[config.mk]
export PLATFORM = sky130hd
export DESIGN_NAME = spt_top
export DESIGN_NICKNAME = d
export VERILOG_FILES = /design/src/spt_pkg.sv /design/src/spt_dwell.sv /design/src/spt_top.sv
export SDC_FILE = /design/constraint.sdc
export NUM_CORES = 2
export LEC_CHECK = 0
export BUFFER_PORTS_ARGS = -buffer_cell sky130_fd_sc_hd__clkbuf_2
export CAP_MARGIN = 20
export CELL_PAD_IN_SITES_DETAIL_PLACEMENT = 1
export CELL_PAD_IN_SITES_GLOBAL_PLACEMENT = 2
export CORE_UTILIZATION = 35
export CTS_BUF_LIST = sky130_fd_sc_hd__clkbuf_16
export DETAILED_ROUTE_END_ITERATION = 12
export GPL_TIMING_DRIVEN = 0
export PLACE_DENSITY = 0.77
export SLEW_MARGIN = 20
export SYNTH_ARGS = -nofsm -noshare
export SYNTH_HDL_FRONTEND = slang
export SYNTH_SLANG_ARGS = --single-unit
[constraint.sdc]
create_clock -name clk_i -period 12.4 [get_ports clk_i]
set_input_delay 1.24 -clock clk_i [delete_from_list [all_inputs] [get_ports clk_i]]
set_output_delay 1.24 -clock clk_i [all_outputs]
set_load 0.02 [all_outputs]
[src/spt_pkg.sv]
// Shared constants and types of the shear and punch output timing block.
package spt_pkg;

    // ************
    // Clock and time base
    // ************
    localparam int CLK_PERIOD_NS = 100;
    localparam int TICK_NS       = 100000;
    localparam int TICK_CYCLES   = (TICK_NS + CLK_PERIOD_NS - 1) / CLK_PERIOD_NS;
    localparam int TICK_W        = 10;

    // ************
    // Time settings, counted in 0.1 ms ticks
    // ************
    localparam int TIME_W        = 16;
    localparam int LEAD_MAX_MS10 = 5000;
    localparam logic [TIME_W-1:0] LEAD_MAX = TIME_W'(LEAD_MAX_MS10);

    // ************
    // Positions, speed and calibration
    // ************
    localparam int POS_W   = 32;
    localparam int SPD_W   = 16;
    localparam int LEN_W   = 16;
    localparam logic [LEN_W-1:0] CAL_LEN_DEFAULT = 16'h0078;
    localparam int PARAM_W = 4;

    // ************
    // Automatic calibration sequence
    // ************
    typedef enum logic [2:0] {
        CAL_IDLE  = 3'b000,
        CAL_LEN   = 3'b001,
        CAL_TRIM  = 3'b010,
        CAL_RUN   = 3'b011,
        CAL_PARTS = 3'b100,
        CAL_MEAS  = 3'b101,
        CAL_CALC  = 3'b110
    } spt_cal_t;

endpackage

[src/spt_dwell.sv]
// Dwell timer that holds one press output for a count of ticks.
`timescale 1ns/100ps
`default_nettype none
module spt_dwell
    import spt_pkg::*;
#(
    parameter int W = TIME_W
) (
    input  wire logic         clk_i,
    input  wire logic         reset_i,
    input  wire logic         start_i,
    input  wire logic         stop_i,
    input  wire logic         tick_i,
    input  wire logic [W-1:0] len_i,
    output logic              active_o
);

    typedef struct packed {
        logic         active;
        logic [W-1:0] count;
    } spt_dwell_t;

    spt_dwell_t state_reg;
    spt_dwell_t state_next;

    // ************
    // Next state
    // ************

    // A start loads the length; a stop or an expired count ends the dwell.
    always_comb begin
        state_next = state_reg;
        if (start_i) begin
            state_next.active = (len_i != '0);
            state_next.count  = len_i;
        end else if (state_reg.active) begin
            if (stop_i) begin
                state_next.active = 1'b0;
            end else if (tick_i) begin
                state_next.count = state_reg.count - W'(1);
                if (state_reg.count <= W'(1)) begin
                    state_next.active = 1'b0;
                end
            end
        end
    end

    // State register.
    always_ff @(posedge clk_i or posedge reset_i) begin
        if (reset_i) begin
            state_reg <= '0;
        end else begin
            state_reg <= state_next;
        end
    end

    assign active_o = state_reg.active;

endmodule
`default_nettype wire

[src/spt_top.sv]
// Cut, punch and die boost output sequencing with lead times and calibration.
//
// What this block does
// - The cycle switch starts cut; the first of its hold time and cut-done ends it.
// - Manual hole starts punch; the first of its hold time and hole-done ends it.
// - On two-speed lines a jog either way runs slow, never fast.
// - Auto calibration offers a part length of 120 inches unless one is entered.
// - Calibration: length, trim cut, run, one or two parts, then measured lengths.
// - In manual calibration enter steps to the next parameter and setup back one.
// - Cut lead time acts only on flying-die lines and is at most 0.5000 seconds.
// - A cut lead time moves the whole cut output, start and end, earlier by that time.
// - On flying-die lines boost starts the push lead time ahead of the coincidence point.
// - With cut lead and boost both used, boost starts ahead of the shifted cut start.
// - Boost lasts the push hold time past the unshifted end of the cut hold time.
// - Punch lead time acts only on flying-die lines and is at most 0.5000 seconds.
`timescale 1ns/100ps
`default_nettype none
module spt_top
    import spt_pkg::*;
#(
    parameter int PARAM_COUNT = 8
) (
    input  wire logic               clk_i,
    input  wire logic               reset_i,
    input  wire logic               cycle_sw_i,
    input  wire logic               cut_done_i,
    input  wire logic               manual_hole_i,
    input  wire logic               hole_done_i,
    input  wire logic               jog_fwd_i,
    input  wire logic               jog_rev_i,
    input  wire logic               run_sw_i,
    input  wire logic               two_speed_i,
    input  wire logic               fast_req_i,
    input  wire logic               flying_die_i,
    input  wire logic               boost_en_i,
    input  wire logic [POS_W-1:0]   position_i,
    input  wire logic [POS_W-1:0]   cut_target_i,
    input  wire logic               cut_arm_i,
    input  wire logic [POS_W-1:0]   hole_target_i,
    input  wire logic               hole_arm_i,
    input  wire logic [TIME_W-1:0]  cut_hold_time_i,
    input  wire logic [TIME_W-1:0]  hole_hold_time_i,
    input  wire logic [TIME_W-1:0]  push_hold_time_i,
    input  wire logic [TIME_W-1:0]  cut_lead_i,
    input  wire logic [TIME_W-1:0]  hole_lead_i,
    input  wire logic [TIME_W-1:0]  push_lead_i,
    input  wire logic               cal_start_i,
    input  wire logic               cal_len_valid_i,
    input  wire logic [LEN_W-1:0]   cal_len_i,
    input  wire logic               two_parts_i,
    input  wire logic               meas_valid_i,
    input  wire logic               manual_cal_i,
    input  wire logic               enter_key_i,
    input  wire logic               setup_key_i,
    output logic                    cut_o,
    output logic                    hole_o,
    output logic                    boost_o,
    output logic                    fwd_o,
    output logic                    rev_o,
    output logic                    slow_o,
    output logic                    fast_o,
    output logic [2:0]              cal_state_o,
    output logic [LEN_W-1:0]        cal_len_o,
    output logic                    cal_calc_o,
    output logic [PARAM_W-1:0]      param_idx_o
);

    // ************
    // State
    // ************

    typedef struct packed {
        logic [6:0]          sync1;
        logic [6:0]          sync2;
        logic                cycle_q;
        logic                hole_q;
        logic [TICK_W-1:0]   tick_cnt;
        logic [POS_W-1:0]    last_pos;
        logic [SPD_W-1:0]    speed;
        logic                cut_armed;
        logic                boost_armed;
        logic                hole_armed;
        logic                boost;
        logic                tail_q;
        logic                fwd;
        logic                rev;
        logic                slow;
        logic                fast;
        spt_cal_t            cal;
        logic [LEN_W-1:0]    cal_len;
        logic                parts_left;
        logic                meas_left;
        logic                calc;
        logic [PARAM_W-1:0]  param_idx;
    } spt_state_t;

    spt_state_t state_reg;
    spt_state_t state_next;

    // Synchronised pin levels, stage two only.
    logic cycle_s;
    logic cut_done_s;
    logic man_hole_s;
    logic hole_done_s;
    logic jog_fwd_s;
    logic jog_rev_s;
    logic run_s;
    assign {run_s, jog_rev_s, jog_fwd_s, hole_done_s, man_hole_s, cut_done_s, cycle_s} =
        state_reg.sync2;

    // ************
    // Lead times and coincidence
    // ************

    // Cut and punch lead settings are clamped; all lead settings are forced to zero off flying-die lines.
    logic [TIME_W-1:0] cut_lead_eff;
    logic [TIME_W-1:0] hole_lead_eff;
    logic [TIME_W-1:0] push_lead_eff;
    logic [TIME_W-1:0] boost_lead;
    always_comb begin
        cut_lead_eff  = '0;
        hole_lead_eff = '0;
        push_lead_eff = '0;
        if (flying_die_i) begin
            cut_lead_eff  = (cut_lead_i > LEAD_MAX) ? LEAD_MAX : cut_lead_i;
            hole_lead_eff = (hole_lead_i > LEAD_MAX) ? LEAD_MAX : hole_lead_i;
            push_lead_eff = boost_en_i ? push_lead_i : '0;
        end
        boost_lead = cut_lead_eff + push_lead_eff;
    end

    // Remaining distance to each target against the distance covered in the lead time.
    logic signed [POS_W-1:0] cut_rem;
    logic signed [POS_W-1:0] hole_rem;
    logic [POS_W-1:0]        cut_dist;
    logic [POS_W-1:0]        hole_dist;
    logic [POS_W-1:0]        boost_dist;
    assign cut_rem    = $signed(cut_target_i - position_i);
    assign hole_rem   = $signed(hole_target_i - position_i);
    assign cut_dist   = POS_W'(state_reg.speed * cut_lead_eff);
    assign hole_dist  = POS_W'(state_reg.speed * hole_lead_eff);
    assign boost_dist = POS_W'(state_reg.speed * boost_lead);

    logic cut_fire;
    logic hole_fire;
    logic boost_fire;
    assign cut_fire   = state_reg.cut_armed && (cut_rem <= $signed(cut_dist));
    assign hole_fire  = state_reg.hole_armed && (hole_rem <= $signed(hole_dist));
    assign boost_fire = state_reg.boost_armed && boost_en_i && flying_die_i &&
                        (cut_rem <= $signed(boost_dist));

    // ************
    // Dwell timers
    // ************

    logic tick;
    logic cycle_edge;
    logic hole_edge;
    logic cut_start;
    logic hole_start;
    logic cut_active;
    logic hole_active;
    logic tail_active;
    logic [TIME_W-1:0] tail_len;
    assign tick       = (state_reg.tick_cnt == TICK_W'(TICK_CYCLES - 1));
    assign cycle_edge = cycle_s && !state_reg.cycle_q;
    assign hole_edge  = man_hole_s && !state_reg.hole_q;
    assign cut_start  = !cut_active && (cycle_edge || cut_fire);
    assign hole_start = !hole_active && (hole_edge || hole_fire);
    // Tail runs from the shifted cut start to the unshifted hold end plus push hold.
    assign tail_len   = cut_lead_eff + cut_hold_time_i + push_hold_time_i;

    // Cut output: hold time or cut-done switch, whichever first.
    spt_dwell #(.W(TIME_W)) u_cut (
        .clk_i    (clk_i),
        .reset_i  (reset_i),
        .start_i  (cut_start),
        .stop_i   (cut_done_s),
        .tick_i   (tick),
        .len_i    (cut_hold_time_i),
        .active_o (cut_active)
    );

    // Punch output: hold time or hole-done switch, whichever first.
    spt_dwell #(.W(TIME_W)) u_hole (
        .clk_i    (clk_i),
        .reset_i  (reset_i),
        .start_i  (hole_start),
        .stop_i   (hole_done_s),
        .tick_i   (tick),
        .len_i    (hole_hold_time_i),
        .active_o (hole_active)
    );

    // Boost trailing timer.
    spt_dwell #(.W(TIME_W)) u_tail (
        .clk_i    (clk_i),
        .reset_i  (reset_i),
        .start_i  (cut_start),
        .stop_i   (1'b0),
        .tick_i   (tick),
        .len_i    (tail_len),
        .active_o (tail_active)
    );

    // ************
    // Next state
    // ************

    // Synchronisers, speed sampling, boost, motion and calibration.
    always_comb begin
        state_next = state_reg;
        state_next.sync1 = {run_sw_i, jog_rev_i, jog_fwd_i, hole_done_i,
                            manual_hole_i, cut_done_i, cycle_sw_i};
        state_next.sync2 = state_reg.sync1;
        state_next.cycle_q = cycle_s;
        state_next.hole_q  = man_hole_s;
        state_next.tail_q  = tail_active;
        state_next.calc    = 1'b0;

        // Line speed as position counts per tick.
        if (tick) begin
            state_next.tick_cnt = '0;
            state_next.last_pos = position_i;
            state_next.speed    = SPD_W'(position_i - state_reg.last_pos);
        end else begin
            state_next.tick_cnt = state_reg.tick_cnt + TICK_W'(1);
        end

        // Targets arm on load and disarm once fired; a new load wins.
        if (cut_fire) begin
            state_next.cut_armed = 1'b0;
        end
        if (boost_fire) begin
            state_next.boost_armed = 1'b0;
        end
        if (hole_fire) begin
            state_next.hole_armed = 1'b0;
        end
        if (cut_arm_i) begin
            state_next.cut_armed   = 1'b1;
            state_next.boost_armed = 1'b1;
        end
        if (hole_arm_i) begin
            state_next.hole_armed = 1'b1;
        end

        // Boost ends when the tail timer runs out.
        if (state_reg.tail_q && !tail_active) begin
            state_next.boost = 1'b0;
        end
        if (boost_fire) begin
            state_next.boost = 1'b1;
        end

        // Motion: jogging is slow on two-speed lines.
        state_next.fwd  = jog_fwd_s || (run_s && !jog_rev_s);
        state_next.rev  = jog_rev_s && !jog_fwd_s;
        state_next.fast = two_speed_i && fast_req_i && run_s &&
                          !(jog_fwd_s || jog_rev_s);
        state_next.slow = two_speed_i && ((jog_fwd_s || jog_rev_s) ||
                          (run_s && !fast_req_i));

        // Manual calibration parameter stepping.
        if (manual_cal_i && enter_key_i) begin
            state_next.param_idx = (state_reg.param_idx == PARAM_W'(PARAM_COUNT - 1)) ?
                                   '0 : state_reg.param_idx + PARAM_W'(1);
        end else if (manual_cal_i && setup_key_i) begin
            state_next.param_idx = (state_reg.param_idx == '0) ?
                                   PARAM_W'(PARAM_COUNT - 1) :
                                   state_reg.param_idx - PARAM_W'(1);
        end

        // Automatic calibration sequence.
        case (state_reg.cal)
            CAL_IDLE: begin
                if (cal_start_i) begin
                    state_next.cal     = CAL_LEN;
                    state_next.cal_len = CAL_LEN_DEFAULT;
                end
            end
            CAL_LEN: begin
                if (cal_len_valid_i) begin
                    state_next.cal = CAL_TRIM;
                    if (cal_len_i != '0) begin
                        state_next.cal_len = cal_len_i;
                    end
                end
            end
            CAL_TRIM: begin
                if (cut_start) begin
                    state_next.cal = CAL_RUN;
                end
            end
            CAL_RUN: begin
                if (run_s) begin
                    state_next.cal        = CAL_PARTS;
                    state_next.parts_left = two_parts_i;
                end
            end
            CAL_PARTS: begin
                if (cut_start) begin
                    if (state_reg.parts_left) begin
                        state_next.parts_left = 1'b0;
                    end else begin
                        state_next.cal       = CAL_MEAS;
                        state_next.meas_left = two_parts_i;
                    end
                end
            end
            CAL_MEAS: begin
                if (meas_valid_i) begin
                    if (state_reg.meas_left) begin
                        state_next.meas_left = 1'b0;
                    end else begin
                        state_next.cal  = CAL_CALC;
                        state_next.calc = 1'b1;
                    end
                end
            end
            CAL_CALC: begin
                state_next.cal = CAL_IDLE;
            end
            default: begin
                state_next.cal = CAL_IDLE;
            end
        endcase
    end

    // State register.
    always_ff @(posedge clk_i or posedge reset_i) begin
        if (reset_i) begin
            state_reg <= '0;
        end else begin
            state_reg <= state_next;
        end
    end

    // ************
    // Outputs
    // ************

    // All outputs come from registers.
    assign cut_o       = cut_active;
    assign hole_o      = hole_active;
    assign boost_o     = state_reg.boost;
    assign fwd_o       = state_reg.fwd;
    assign rev_o       = state_reg.rev;
    assign slow_o      = state_reg.slow;
    assign fast_o      = state_reg.fast;
    assign cal_state_o = state_reg.cal;
    assign cal_len_o   = state_reg.cal_len;
    assign cal_calc_o  = state_reg.calc;
    assign param_idx_o = state_reg.param_idx;

endmodule
`default_nettype wire
==> impl_metrics.ini <==
[outcome]
outcome = finished, final reports clean

[timing]
slew-limit-headroom = 0.1288
finalCritPeriodShare = 0.9792
fmax_mhz = 82.36
fin_skew_ns = 0.01757
tightestPinTransition_ns = 1.297
setup_slack_ns = 0.2585
setup-violations-final = 0
slew_viol_final = 0
hold_viol = 0
min_period_ns = 12.14

[die]
io_pins = 261
coreArea_mm2 = 0.1125
design.die.area_mm2 = 0.1150
die_w_um = 339.1
row_count = 123
dieHeight_um = 339.1
start_util = 0.3535

[global_route]
grtUsageTotal = 0.2680
grt_use_met3 = 0.04279
antenna_found_initial = 22
grtUsageMet2 = 0.4382
grt-busiest-layer = met2
grt.met1_usage = 0.3577
grt_max_degree = 97
gr-total-overflow = 0
grt_pass1_vias = 37040
grt_pass1_wl_um = 231700

[routing]
dr.pass1.iters = 5
routed_wl_um = 152400
viasPerCell = 5.240
vias = 34530
drcViolationCount = 0
wl_per_cell_um = 23.12
ant_nets = 0
drtIter0Drc = 2112

[cells_and_area]
fill_cells = 13480
largest_reg_flops = 50
areaGrowthSynthToFinish_pct = 12.88
final_cells = 6590
nets = 6425
drive_gt1_frac = 0.09994

[synth]
synth_top_area_frac = 0.3030
synth_seq_cells = 144
synth_edf_count = 0
synth_cell_types = 90
synth_ff_type = dfrtp_1
async_flop_share = 1.000
post_synth.cell_area_avg_um2 = 8.531
yosysTopAreaCell = fa_1
syn_inst = 4662
ys_seq_area_frac = 0.09060
ys_top_cells_by_area = fa_1 30%, ha_1 16%, dfrtp_1 9.1%
yosysWarningCount = 0
netlist_area_mm2 = 0.03977

[pwr]
p_total_uw = 13200
peakVddDrop_uv = 426.2
power_density_mw_per_mm2 = 294.0
p_leak_uw = 0.02344

[clock_tree]
insertion_delay_ns = 0.44
postCtsHoldBufs = 0
htreeDepth = 4
cts_tree = built
path_clk_slew_ns = 0.07
cts_buffers = 17
cts_sinks = 144
cts_root_buffer = clkbuf_16
cts_buffer_depth = 2

[placed_design]
hpwl_um = 127700
io_buffer_count = 260
place_congestion = 0.9224
place_ws_ns = -2.735
placed_cells = 6523

[run]
maxCapViolCount = 0

[setup_path]
slowest_stage = fa_2
crit_arrival_ns = 12.52
cp.required_ns = 12.77
end_kind = register
critical_path.max_fanout = 6
cpMostUsedCell = fa_1
worst-setup-path-type = in -> reg
crit_path_start_kind = primary input
max_stage_delay_ns = 0.63

[worst_hold_path]
hold_class = reg -> reg
[routing by layer]
metal  wire [µm]  share of wire
met1       65680           0.43
met2       70040           0.46
met3       10280          0.067
met4        6226          0.041
met5         148        0.00097
[cells in the final DEF, fill, tap and decap left out, drive strengths merged, types with 7 or more instances in the layout]
master / count
dfrtp: 144
a221o: 18
ha: 523
fa: 602
a211oi: 21
nor4: 33
nand4: 42
and2: 196
nand2: 564
or3: 21
nor2: 157
clkbuf: 422
o41ai: 11
xor2: 72
o21ai: 167
nor2b: 37
o21a: 28
diode: 7
a31oi: 14
a21o: 112
inv: 894
o21bai: 21
buf: 77
nand3: 58
nand2b: 31
nor3: 62
o211ai: 20
or4: 8
o311ai: 7
a21oi: 185
or2: 10
xnor2: 130
o31ai: 13
conb: 100
a31o: 9
and3: 159
mux2i: 13
[final timing paths]
path | slack, ns | endpoint | start | cells past startpoint
setup reg to reg | 1.67 | u_tail.state_reg[14]$_DFFE_PP0P_ | state_reg[45]$_DFFE_PP0P_ | 29
hold / removal | 0.35 | run_s$_DFF_PP0_ | state_next[101]$_DFF_PP0_ | 0
min in group asynchronous | 0.79 | u_cut.state_reg[12]$_DFFE_PP0P_ | reset_i | 2
setup / recovery | 0.26 | boost_o$_DFFE_PP0P_ | cut_lead_i[12] | 47
hold reg to reg | 0.35 | run_s$_DFF_PP0_ | state_next[101]$_DFF_PP0_ | 0
max in group asynchronous | 10.78 | u_hole.active_o$_DFF_PP0_ | reset_i | 3
[cells by family after synthesis]
| group | Yosys count | share of synthesized area |
|---|---|---|
| and+or+nand+nor | 1400 | 0.1734 |
| buffers and inverters | 1079 | 0.1046 |
| adders and majority gates | 1126 | 0.4678 |
| xor gates and xnor gates | 202 | 0.04448 |
| muxes | 17 | 0.004404 |
| other | 2 | 0.0001888 |
| AOI/OAI and AO/OA | 692 | 0.1145 |
| DFF | 144 | 0.09060 |
[cells in the mapped netlist (all sizes together), types with 72 or more instances]
master and number:
inv 887, fa 602, nand2 564, ha 523
and2 196, a21oi 185, o21ai 167, and3 159
nor2 156, clkbuf 154, dfrtp 144, xnor2 130
a21o 112, xor2 72
[timing repair]
action / 4_1_cts / 5_1_grt
pin swaps: 10 / 36
setup buffers: 11 / 20
setup endpoints to repair: 23 / 35
gates cloned: 1 / 0
resized for setup: 85 / 71
[layout make-up]
| cell class | count | area, µm² | share of cell area |
|---|---|---|---|
| repair buffers | 294 | 1584 | 0.03528 |
| diodes | 7 | 17.52 | 0.0003902 |
| plain buffers | 188 | 979.7 | 0.02182 |
| clock buffers | 17 | 425.4 | 0.009475 |
| flip-flops and latches | 144 | 3603 | 0.08026 |
| multi-input cells | 3538 | 32890 | 0.7326 |
| clock inverters | 15 | 182.7 | 0.004069 |
| well taps | 1500 | 1877 | 0.04180 |
| inverters | 887 | 3337 | 0.07433 |
[stage by stage]
step / utilization / area (µm²) / TNS, ns / hold WS (ns)
floorplan: - / 40140 / 0 / 0.3312
global placement: 0.3851 / 43320 / -24.84 / 0.3330
detailed placement: 0.3857 / 43390 / -26.57 / 0.3372
CTS: 0.3951 / 44450 / 0 / 0.3515
global route: 0.3989 / 44880 / -0.1327 / 0.3510
finish: 0.3991 / 44900 / 0 / 0.3487
[power breakdown]
part	total, µW	internal [µW]	switching, µW
clock network	554	320	234
logic	11900	5010	6910
registers	732	605	128
total	13200	5930	7270
[worst max-delay path, delay by kind of cell]
kind	cells	cell delay, ns
AO/OA/AOI/OAI	17	3.23
AND/OR/NAND/NOR	13	2.80
buffers and inverters	6	0.87
adder cells (fa/ha/maj)	9	4.04
XOR/XNOR	2	0.33
Note: power is estimated with default switching activity, not from simulation.
